**config.mk**
```make
export PLATFORM = sky130hd
export DESIGN_NAME = fast_reset_gate_a20_ctrl
export DESIGN_NICKNAME = d
export VERILOG_FILES = /design/src/design/fast_reset_pkg.sv /design/src/design/irq_latch.sv /design/src/design/fast_reset_gate_a20_ctrl.sv
export SDC_FILE = /design/constraint.sdc
export NUM_CORES = 1
export LEC_CHECK = 0
export ABC_AREA = 1
export BUFFER_PORTS_ARGS = -buffer_cell sky130_fd_sc_hd__buf_4
export CORE_MARGIN = 5
export CORE_UTILIZATION = 30
export CTS_CLUSTER_DIAMETER = 40
export CTS_CLUSTER_SIZE = 12
export DETAILED_ROUTE_END_ITERATION = 10
export RECOVER_POWER = 100
export SYNTH_ARGS = -nofsm -noshare
export SYNTH_HDL_FRONTEND = slang
export SYNTH_SLANG_ARGS = --single-unit
```
**constraint.sdc**
```tcl
create_clock -name i_sys_clk -period 2.9 [get_ports i_sys_clk]
set_input_delay 0.58 -clock i_sys_clk [delete_from_list [all_inputs] [get_ports i_sys_clk]]
set_output_delay 0.58 -clock i_sys_clk [all_outputs]
set_load 0.03 [all_outputs]
```
**src/design/fast_reset_pkg.sv**
```systemverilog
/*
  Package for the fast CPU reset and address-gate block: register offsets,
  field positions, reset values, timing constants and carrier structs.
  Assumes a 20 MHz system clock and an 8-bit register port.
*/
package fast_reset_pkg;

  // ----------------------------------------------------------------------
  // register map
  // ----------------------------------------------------------------------
  localparam logic [7:0] FAST_CTRL_OFFSET    = 8'h92;
  localparam logic [7:0] GATE_CONFIG_OFFSET  = 8'hF0;
  localparam logic [7:0] FAST_CTRL_RESET     = 8'h24;
  localparam logic [7:0] GATE_CONFIG_RESET   = 8'h00;
  // fixed read pattern of the reserved bits of the fast control register
  localparam logic [7:0] FAST_CTRL_FIXED     = 8'h24;
  localparam logic [7:0] FAST_CTRL_LIVE_MASK = 8'h03;
  localparam logic [7:0] READ_ZERO           = 8'h00;

  // field positions
  localparam int RESET_BIT_POS     = 0;
  localparam int GATE_BIT_POS      = 1;
  localparam int PORT_ENABLE_POS   = 2;
  localparam int KBD_LATCH_SEL_POS = 3;
  localparam int MOUSE_LATCH_POS   = 4;
  localparam int RESET_POL_POS     = 5;

  // ----------------------------------------------------------------------
  // timing
  // ----------------------------------------------------------------------
  localparam int CLK_PERIOD_NS  = 50;
  // both printed sets of minimums are met by taking the longer of each
  localparam int DELAY_TABLE_NS = 500;
  localparam int DELAY_TEXT_US  = 14;
  localparam int PULSE_TABLE_US = 1;
  localparam int PULSE_TEXT_US  = 6;
  localparam int DELAY_NS = (DELAY_TEXT_US * 1000 > DELAY_TABLE_NS) ?
                            DELAY_TEXT_US * 1000 : DELAY_TABLE_NS;
  localparam int PULSE_NS = ((PULSE_TEXT_US > PULSE_TABLE_US) ?
                             PULSE_TEXT_US : PULSE_TABLE_US) * 1000;
  // least times round up to whole cycles
  localparam int DELAY_CYCLES = (DELAY_NS + CLK_PERIOD_NS - 1) / CLK_PERIOD_NS;
  localparam int PULSE_CYCLES = (PULSE_NS + CLK_PERIOD_NS - 1) / CLK_PERIOD_NS;
  localparam int CNT_W = 10;
  localparam logic [CNT_W-1:0] CNT_ZERO = 10'h000;
  localparam logic [CNT_W-1:0] CNT_ONE  = 10'h001;

  // ----------------------------------------------------------------------
  // carriers
  // ----------------------------------------------------------------------
  typedef struct packed {
    logic [7:0] addr;
    logic [7:0] wdata;
    logic       wr;
    logic       rd;
  } reg_req_t;

  typedef struct packed {
    logic kbd_irq;
    logic mouse_irq;
  } irq_pair_t;

  typedef enum logic [1:0] {
    ST_IDLE  = 2'b00,
    ST_DELAY = 2'b01,
    ST_PULSE = 2'b11,
    ST_HOLD  = 2'b10
  } pulse_state_t;

endpackage

```
**src/design/irq_latch.sv**
```systemverilog
/*
  Interrupt latch for one controller interrupt line with a select bit.
  Assumes the raw interrupt is synchronous to the system clock.
*/
`timescale 1ns/1ps
module irq_latch (
  // clock and reset
  input  wire logic i_sys_clk,
  input  wire logic i_nrst,
  // raw interrupt and select
  input  wire logic i_raw,
  input  wire logic i_latch_only,
  // shaped interrupt, registered
  output logic      o_irq
);

  logic raw_d_reg;
  logic raw_d_next;
  logic held_reg;
  logic held_next;
  logic irq_reg;
  logic irq_next;

  // ----------------------------------------------------------------------
  // latch: set on a rising edge, dropped when the raw line falls
  // ----------------------------------------------------------------------
  always_comb begin
    raw_d_next = i_raw;
    held_next  = held_reg;
    if (i_raw && !raw_d_reg) begin
      held_next = 1'b1;
    end else if (!i_raw) begin
      held_next = 1'b0;
    end
    // the select picks latched copy alone or raw gated by it
    irq_next = i_latch_only ? held_next : (i_raw & held_next);
  end

  // registers only
  always_ff @(posedge i_sys_clk) begin
    if (!i_nrst) begin
      raw_d_reg <= 1'b0;
      held_reg  <= 1'b0;
      irq_reg   <= 1'b0;
    end else begin
      raw_d_reg <= raw_d_next;
      held_reg  <= held_next;
      irq_reg   <= irq_next;
    end
  end

  assign o_irq = irq_reg;

  a_latch_drop: assert property (@(posedge i_sys_clk) disable iff (!i_nrst)
    !i_raw |=> !o_irq)
    else $error("latched interrupt outlived its raw line");

endmodule

```
**src/design/fast_reset_gate_a20_ctrl.sv**
```systemverilog
/*
  Fast CPU reset and address-line gate control: fast control register,
  gate configuration register, reset pulse sequencer, reset and mask
  combining, and the keyboard/mouse interrupt latches.
  Assumes a 20 MHz clock, synchronous inputs, and a register master that
  issues one-cycle strobes with read data expected one cycle later.
*/
`timescale 1ns/1ps
module fast_reset_gate_a20_ctrl (
  // clock and reset
  input  wire logic                      i_sys_clk,
  input  wire logic                      i_nrst,
  // register port
  input  wire logic [7:0]                i_addr,
  input  wire logic [7:0]                i_wdata,
  input  wire logic                      i_wr,
  input  wire logic                      i_rd,
  output logic      [7:0]                o_rdata,
  // keyboard controller side
  input  wire logic                      i_kbc_cpu_reset_n,
  input  wire logic                      i_kbc_gate_port_bit,
  input  wire fast_reset_pkg::irq_pair_t i_raw_irq,
  // CPU side
  output logic                           o_cpu_reset_out_n,
  output logic                           o_addr_line_mask_n,
  output logic                           o_fast_cpu_reset_n,
  output logic                           o_alt_addr_gate,
  output fast_reset_pkg::irq_pair_t      o_irq
);

  // ----------------------------------------------------------------------
  // registers and state
  // ----------------------------------------------------------------------
  fast_reset_pkg::reg_req_t     req;
  fast_reset_pkg::pulse_state_t state_reg;
  fast_reset_pkg::pulse_state_t state_next;
  logic [7:0]                   ctrl_reg;
  logic [7:0]                   ctrl_next;
  logic [7:0]                   config_reg;
  logic [7:0]                   config_next;
  logic [7:0]                   rdata_reg;
  logic [7:0]                   rdata_next;
  logic [fast_reset_pkg::CNT_W-1:0] cnt_reg;
  logic [fast_reset_pkg::CNT_W-1:0] cnt_next;
  logic                         fast_n_reg;
  logic                         fast_n_next;
  logic                         cpu_rst_reg;
  logic                         cpu_rst_next;
  logic                         mask_reg;
  logic                         mask_next;
  logic                         port_en;
  logic                         hit_ctrl;
  logic                         hit_cfg;
  logic                         arm;
  logic                         kbd_irq_shaped;
  logic                         mouse_irq_shaped;

  localparam logic [fast_reset_pkg::CNT_W-1:0] DELAY_LOAD =
    fast_reset_pkg::CNT_W'(fast_reset_pkg::DELAY_CYCLES - 1);
  localparam logic [fast_reset_pkg::CNT_W-1:0] PULSE_LOAD =
    fast_reset_pkg::CNT_W'(fast_reset_pkg::PULSE_CYCLES - 1);

  // address decode shared by reads and writes
  function automatic logic addr_hit(input logic [7:0] a, input logic [7:0] off);
    addr_hit = (a == off);
  endfunction

  assign req      = '{addr: i_addr, wdata: i_wdata, wr: i_wr, rd: i_rd};
  assign port_en  = config_reg[fast_reset_pkg::PORT_ENABLE_POS];
  // a disabled fast register is not decoded at all
  assign hit_ctrl = addr_hit(req.addr, fast_reset_pkg::FAST_CTRL_OFFSET) && port_en;
  assign hit_cfg  = addr_hit(req.addr, fast_reset_pkg::GATE_CONFIG_OFFSET);

  // ----------------------------------------------------------------------
  // register writes and read data
  // ----------------------------------------------------------------------
  always_comb begin
    ctrl_next   = ctrl_reg;
    config_next = config_reg;
    rdata_next  = fast_reset_pkg::READ_ZERO;
    if (req.wr && hit_ctrl) begin
      // only bits 1:0 are live; the rest keep their fixed pattern
      ctrl_next = (req.wdata & fast_reset_pkg::FAST_CTRL_LIVE_MASK)
                | fast_reset_pkg::FAST_CTRL_FIXED;
    end
    if (req.wr && hit_cfg) begin
      config_next = req.wdata;
    end
    if (req.rd && hit_ctrl) begin
      rdata_next = (ctrl_reg & fast_reset_pkg::FAST_CTRL_LIVE_MASK)
                 | fast_reset_pkg::FAST_CTRL_FIXED;
    end else if (req.rd && hit_cfg) begin
      rdata_next = config_reg;
    end
  end

  always_ff @(posedge i_sys_clk) begin
    if (!i_nrst) begin
      ctrl_reg   <= fast_reset_pkg::FAST_CTRL_RESET;
      config_reg <= fast_reset_pkg::GATE_CONFIG_RESET;
      rdata_reg  <= fast_reset_pkg::READ_ZERO;
    end else begin
      ctrl_reg   <= ctrl_next;
      config_reg <= config_next;
      rdata_reg  <= rdata_next;
    end
  end

  // ----------------------------------------------------------------------
  // reset pulse sequencer
  // ----------------------------------------------------------------------
  // a pulse is armed only by a 0-to-1 change of the reset bit, and the
  // sequencer waits in hold until software writes the bit back to 0
  assign arm = !ctrl_reg[fast_reset_pkg::RESET_BIT_POS]
             && ctrl_next[fast_reset_pkg::RESET_BIT_POS];

  always_comb begin
    state_next  = state_reg;
    cnt_next    = cnt_reg;
    fast_n_next = 1'b1;
    unique case (state_reg)
      fast_reset_pkg::ST_IDLE: begin
        if (arm) begin
          state_next = fast_reset_pkg::ST_DELAY;
          cnt_next   = DELAY_LOAD;
        end
      end
      fast_reset_pkg::ST_DELAY: begin
        cnt_next = cnt_reg - fast_reset_pkg::CNT_ONE;
        if (cnt_reg == fast_reset_pkg::CNT_ZERO) begin
          state_next  = fast_reset_pkg::ST_PULSE;
          cnt_next    = PULSE_LOAD;
          fast_n_next = 1'b0;
        end
      end
      fast_reset_pkg::ST_PULSE: begin
        fast_n_next = 1'b0;
        cnt_next    = cnt_reg - fast_reset_pkg::CNT_ONE;
        if (cnt_reg == fast_reset_pkg::CNT_ZERO) begin
          state_next  = fast_reset_pkg::ST_HOLD;
          cnt_next    = fast_reset_pkg::CNT_ZERO;
          fast_n_next = 1'b1;
        end
      end
      fast_reset_pkg::ST_HOLD: begin
        if (!ctrl_reg[fast_reset_pkg::RESET_BIT_POS]) begin
          state_next = fast_reset_pkg::ST_IDLE;
        end
      end
    endcase
  end

  always_ff @(posedge i_sys_clk) begin
    if (!i_nrst) begin
      state_reg  <= fast_reset_pkg::ST_IDLE;
      cnt_reg    <= fast_reset_pkg::CNT_ZERO;
      fast_n_reg <= 1'b1;
    end else begin
      state_reg  <= state_next;
      cnt_reg    <= cnt_next;
      fast_n_reg <= fast_n_next;
    end
  end

  // ----------------------------------------------------------------------
  // combined CPU reset and address mask
  // ----------------------------------------------------------------------
  // computed from the next values so the outputs stay one flop deep
  always_comb begin
    // either source low resets the CPU; polarity bit may invert the pin
    cpu_rst_next = (fast_n_next & i_kbc_cpu_reset_n)
                 ^ config_next[fast_reset_pkg::RESET_POL_POS];
    // the controller side of the gate is its port bit, not a command
    mask_next = i_kbc_gate_port_bit
              | ctrl_next[fast_reset_pkg::GATE_BIT_POS];
  end

  always_ff @(posedge i_sys_clk) begin
    if (!i_nrst) begin
      cpu_rst_reg <= 1'b0;
      mask_reg    <= 1'b0;
    end else begin
      cpu_rst_reg <= cpu_rst_next;
      mask_reg    <= mask_next;
    end
  end

  // ----------------------------------------------------------------------
  // interrupt latches
  // ----------------------------------------------------------------------
  irq_latch u_kbd_latch (
    .i_sys_clk    (i_sys_clk),
    .i_nrst       (i_nrst),
    .i_raw        (i_raw_irq.kbd_irq),
    .i_latch_only (config_reg[fast_reset_pkg::KBD_LATCH_SEL_POS]),
    .o_irq        (kbd_irq_shaped)
  );

  irq_latch u_mouse_latch (
    .i_sys_clk    (i_sys_clk),
    .i_nrst       (i_nrst),
    .i_raw        (i_raw_irq.mouse_irq),
    .i_latch_only (config_reg[fast_reset_pkg::MOUSE_LATCH_POS]),
    .o_irq        (mouse_irq_shaped)
  );

  // outputs straight from flops
  assign o_rdata            = rdata_reg;
  assign o_fast_cpu_reset_n = fast_n_reg;
  assign o_alt_addr_gate    = ctrl_reg[fast_reset_pkg::GATE_BIT_POS];
  assign o_cpu_reset_out_n  = cpu_rst_reg;
  assign o_addr_line_mask_n = mask_reg;
  assign o_irq              = '{kbd_irq: kbd_irq_shaped, mouse_irq: mouse_irq_shaped};

  // ----------------------------------------------------------------------
  // checker helpers
  // ----------------------------------------------------------------------
  // cycle counts kept apart from the sequencer's own counter, so the
  // timing assertions below would notice a wrong load value
  localparam logic [fast_reset_pkg::CNT_W-1:0] CNT_SAT = '1;
  logic [fast_reset_pkg::CNT_W-1:0] arm_age_reg;
  logic [fast_reset_pkg::CNT_W-1:0] arm_age_next;
  logic [fast_reset_pkg::CNT_W-1:0] low_len_reg;
  logic [fast_reset_pkg::CNT_W-1:0] low_len_next;

  // both saturate so a long quiet spell cannot wrap below a minimum
  always_comb begin
    arm_age_next = arm_age_reg;
    low_len_next = low_len_reg;
    if (arm && state_reg == fast_reset_pkg::ST_IDLE) begin
      arm_age_next = fast_reset_pkg::CNT_ZERO;
    end else if (arm_age_reg != CNT_SAT) begin
      arm_age_next = arm_age_reg + fast_reset_pkg::CNT_ONE;
    end
    if (fast_n_reg) begin
      low_len_next = fast_reset_pkg::CNT_ZERO;
    end else if (low_len_reg != CNT_SAT) begin
      low_len_next = low_len_reg + fast_reset_pkg::CNT_ONE;
    end
  end

  always_ff @(posedge i_sys_clk) begin
    if (!i_nrst) begin
      arm_age_reg <= fast_reset_pkg::CNT_ZERO;
      low_len_reg <= fast_reset_pkg::CNT_ZERO;
    end else begin
      arm_age_reg <= arm_age_next;
      low_len_reg <= low_len_next;
    end
  end

  // ----------------------------------------------------------------------
  // assertions
  // ----------------------------------------------------------------------
  a_disabled_port_quiet: assert property (@(posedge i_sys_clk) disable iff (!i_nrst)
    (i_rd && i_addr == fast_reset_pkg::FAST_CTRL_OFFSET && !port_en)
    |=> o_rdata == fast_reset_pkg::READ_ZERO)
    else $error("fast register answered while disabled");

  a_reserved_read_fixed: assert property (@(posedge i_sys_clk) disable iff (!i_nrst)
    (i_rd && hit_ctrl)
    |=> (o_rdata & ~fast_reset_pkg::FAST_CTRL_LIVE_MASK) == fast_reset_pkg::FAST_CTRL_FIXED)
    else $error("reserved bits read wrong");

  a_gate_follows_write: assert property (@(posedge i_sys_clk) disable iff (!i_nrst)
    (i_wr && hit_ctrl)
    |=> o_alt_addr_gate == $past(i_wdata[fast_reset_pkg::GATE_BIT_POS]))
    else $error("address gate did not follow write");

  a_no_early_pulse: assert property (@(posedge i_sys_clk) disable iff (!i_nrst)
    (state_reg == fast_reset_pkg::ST_IDLE && arm) |=> o_fast_cpu_reset_n [*8])
    else $error("fast reset fell before the delay");

  a_pulse_long_enough: assert property (@(posedge i_sys_clk) disable iff (!i_nrst)
    $fell(o_fast_cpu_reset_n) |-> state_reg == fast_reset_pkg::ST_PULSE
      && cnt_reg == PULSE_LOAD)
    else $error("fast reset pulse not at full length");

  a_one_pulse_only: assert property (@(posedge i_sys_clk) disable iff (!i_nrst)
    $fell(o_fast_cpu_reset_n) |-> $past(state_reg) == fast_reset_pkg::ST_DELAY)
    else $error("second pulse without rearm");

  a_mask_or_gates: assert property (@(posedge i_sys_clk) disable iff (!i_nrst)
    ##1 o_addr_line_mask_n == ($past(i_kbc_gate_port_bit) | o_alt_addr_gate))
    else $error("address mask is not the OR of its gates");

  a_reset_and_sources: assert property (@(posedge i_sys_clk) disable iff (!i_nrst)
    (!config_reg[fast_reset_pkg::RESET_POL_POS] && !i_kbc_cpu_reset_n
     && !config_next[fast_reset_pkg::RESET_POL_POS]) |=> !o_cpu_reset_out_n)
    else $error("controller reset did not reach the CPU");

  // measured from the edge that took the arming write
  a_delay_measured: assert property (@(posedge i_sys_clk) disable iff (!i_nrst)
    $fell(o_fast_cpu_reset_n) |-> int'(arm_age_reg) >= fast_reset_pkg::DELAY_CYCLES)
    else $error("fast reset fell sooner than the least delay after arming");

  // a pulse cut short by a system reset is not a fault of the sequencer
  a_pulse_measured: assert property (@(posedge i_sys_clk) disable iff (!i_nrst)
    ($rose(o_fast_cpu_reset_n) && $past(i_nrst))
    |-> int'(low_len_reg) >= fast_reset_pkg::PULSE_CYCLES)
    else $error("fast reset pulse shorter than the least width");

  // the first edge after release still shows reset values, hence the i_nrst guard
  a_reset_polarity: assert property (@(posedge i_sys_clk) disable iff (!i_nrst)
    i_nrst |=> o_cpu_reset_out_n == ((o_fast_cpu_reset_n & $past(i_kbc_cpu_reset_n))
      ^ config_reg[fast_reset_pkg::RESET_POL_POS]))
    else $error("CPU reset output is not the combined reset at the chosen polarity");

  a_reset_values: assert property (@(posedge i_sys_clk)
    !i_nrst |=> o_fast_cpu_reset_n && !o_alt_addr_gate)
    else $error("fast reset or address gate wrong after reset");

endmodule

```
==> impl_metrics.yaml <==
power:
  static-leakage-power_nw: 0.8670
  powerDensity_mw_per_mm2: 472.4
  switchingPower_uw: 227.0
  power_frac_clock_pct: 37.7
  p_int_uw: 734.7
  power_uw: 961.7
  p_comb_share_pct: 5.8
  peakVddDrop_v: 0.0001958
  sw_frac_of_total_pct: 23.60
  p_seq_share_pct: 56.5
critical_path:
  start_kind: "flip-flop"
  crit_family: "simple AND/OR/NAND/NOR gates"
  cp_num_cells: 9
  r2r_slack_ns: 0.81
  r2r_start: "cnt_reg[0]$_SDFFE_PN0P_"
  reg2regPathDepth: 9
  slowest_delay_ns: 0.43
  critPathLaunch: "cnt_reg[0]$_SDFFE_PN0P_"
  cp-endpoint: "cnt_reg[6]$_SDFFE_PN0P_"
  cpMaxStageDelayCell: "nor2_1"
  worstReg2RegEnd: "cnt_reg[6]$_SDFFE_PN0P_"
  crit_path_end_kind: "flip-flop"
  required_ns: 3.07
  crit_fanout: 6
  cp_cell_sequence: "inv_1, ha_1, nand2_4, nor2_1, nand3_4, o21ai_0, clkinv_1, nand2_1, a21oi_1"
  arrival_ns: 2.26
  crit_buf_inv: 2
  critical_path_class: "flip-flop to flip-flop"
cts:
  post_cts_buffers: 0
  cts.hold.buffers_added: 0
  cts_tree: "yes"
  clock_latency_ns: 0.30
  htree_num_levels: 2
  clk_root_buffer_cell: "clkbuf_8"
  cts_max_path_buffers: 2
  cts.clk_slew.worst_paths_ns: 0.08
  numCtsBuffers: 5
  cts_sinks: 39
  ctsResizeCount: 0
detailed_routing:
  routed_wl_mm: 3.588
  drc_errors: 0
  drt-wirelength-per-cell_um: 11.07
  vias: 1431
  drtIter0Drc: 46
  ant_nets: 0
  viasPerCell: 4.417
  first_pass_iters: 4
sta:
  tightest_slew_ns: 0.7417
  max_freq_mhz: 477.6
  slew_headroom_pct: 50.55
  slew_violations: 0
  timing.final.crit_share_pct: 72.21
  finalSetupViolCount: 0
  fin_ws_ns: 0.8060
  hold-worst-slack_ns: 0.4287
  grt_setup_unrepaired: "false"
  setup_tns_ns: 0
  fin_skew_ns: 0.005402
  finalHoldViolCount: 0
  fin_crit_ns: 2.094
floorplanning:
  row_count: 27
  initial_core_util_pct: 30.83
  core_area_mm2: 0.005507
  die_h_um: 85.23
  ios: 38
  dieArea_mm2: 0.007264
  fp.dieW_um: 85.23
global_route:
  antenna_found_initial: 0
  gr-total-overflow: 0
  first_global_vias: 1389
  grt.total_usage_pct: 10.68
  grt_first_pass_wirelength_mm: 6.258
  grt_max_degree: 18
logic_synthesis:
  syn_area_mm2: 0.001698
  synth_nets: 237
  ys_ff_latch: 39
  synth_cells: 212
  syn_avg_cell_area_um2: 8.009
  yosys_warnings: 0
  synth.distinct_cells: 28
  yosysSeqAreaShare_pct: 45.98
placed_design:
  gp_congestion: 0.8427
  place_area_mm2: 0.002038
  port-buffer-count: 37
  pre_cts_slack_ns: 0.8868
  dp.cells: 316
  post-dp-hpwl_mm: 2.682
status:
  status: "complete, no violations"
finish:
  final_cell_mix: "dfxtp_1, inv_1, nand2_1"
  final_cells: 324
  fin_util_pct: 36.97
  largest_reg_flops: 10
  final-seq-area_um2: 780.7
  fill_cells: 584
  antenna_cells: 0
  final_nets: 276
  multi_input_area_um2: 734.5
  area_growth_syn_to_layout_pct: 19.90
  fin_area_mm2: 0.002036
  layout_commonest_cell: "dfxtp_1"
  drive_above_1_share_pct: 16.67
job:
  drv_cap: 0
worst_hold_path:
  hold_class: "flip-flop to flip-flop"
==> area by class of cell <==
class	instances	share of cell area, %
tap	72	4.425
inverter	32	5.900
clock inverter	3	0.9834
multi-input combinational	136	36.08
sequential	39	38.35
timing repair buffer	37	10.88
clock buffer	5	3.380
==> power groups by stage <==
stage | registers [mW] | clock network (mW) | logic (mW)
4_1_cts | 0.544 | 0.377 | 0.0603
6_report | 0.544 | 0.363 | 0.0556
3_5_place_dp | 0.556 | 0 | 0.0601
3_3_place_gp | 0.556 | 0 | 0.0602
5_1_grt | 0.544 | 0.402 | 0.0624
2_1_floorplan | 0.559 | 0 | 0.0220
==> cells in the mapped netlist <==
cell type  number  share of area (%)
xnor2_1         1               0.52
nand4_4         1                1.3
nor4_1          1               0.37
nand3_1        16                4.7
nor2_4          2                1.3
o21ai_0        17                5.0
inv_1          30                6.6
buf_4           2               0.88
nor2_8          1                1.2
o22ai_1         2               0.74
a211oi_1        2               0.88
o21ai_1         3               0.88
xor2_1          5                2.6
clkbuf_1        2               0.44
nor2_1         22                4.9
nor2_2          2               0.74
ha_1            1               0.74
nand2_1        27                6.0
nand4_1         3                1.1
inv_2           2               0.44
nand2_2         3                1.1
nand3_4         2                2.1
nand2_4         3                2.0
o21ai_2         1               0.52
nor3_2          2                1.2
a21oi_1        19                5.6
dfxtp_1        39                 46
buf_2           1               0.29
==> layer usage <==
| metal | track usage [%] | wire length [um] |
|---|---|---|
| met3 | 3.495 | 226 |
| met5 | 0 | 0 |
| met1 | 12.60 | 1660 |
| met4 | 4.748 | 47 |
| met2 | 17.58 | 1653 |
==> cells by family (layout without fill, tap and decap cells) <==
kind of cell / Yosys count / count (layout) / synth area share (%)
AND/OR/NAND/NOR: 85 / 85 / 27.86
AO/OA/AOI/OAI: 44 / 44 / 13.63
flip-flops: 39 / 39 / 45.98
buffers and inverters: 37 / 77 / 8.696
XOR/XNOR: 6 / 6 / 3.095
adder cells (fa/ha/maj): 1 / 1 / 0.7368
==> worst register-to-register path: cells and delay by family (launching register included) <==
family | cells | cell delay, ns
AOI/OAI and AO/OA | 2 | 0.35
DFF | 1 | 0.31
and+or+nand+nor | 4 | 0.73
adders and majority gates | 1 | 0.28
buffers and inverters | 2 | 0.31
==> how the worst min path moves through the flow <==
stage	from	to	depth (start not counted)
4_1_cts	u_kbd_latch.raw_d_reg$_SDFF_PN0_	u_kbd_latch.held_reg$_SDFF_PN0_	1
3_3_place_gp	u_kbd_latch.raw_d_reg$_SDFF_PN0_	u_kbd_latch.held_reg$_SDFF_PN0_	1
3_5_place_dp	u_kbd_latch.raw_d_reg$_SDFF_PN0_	u_kbd_latch.held_reg$_SDFF_PN0_	1
2_1_floorplan	u_kbd_latch.raw_d_reg$_SDFF_PN0_	u_kbd_latch.held_reg$_SDFF_PN0_	1
6_report	u_kbd_latch.raw_d_reg$_SDFF_PN0_	u_kbd_latch.held_reg$_SDFF_PN0_	1
5_1_grt	u_kbd_latch.raw_d_reg$_SDFF_PN0_	u_kbd_latch.held_reg$_SDFF_PN0_	1
No activity file was read; power rests on OpenSTA's default activity.
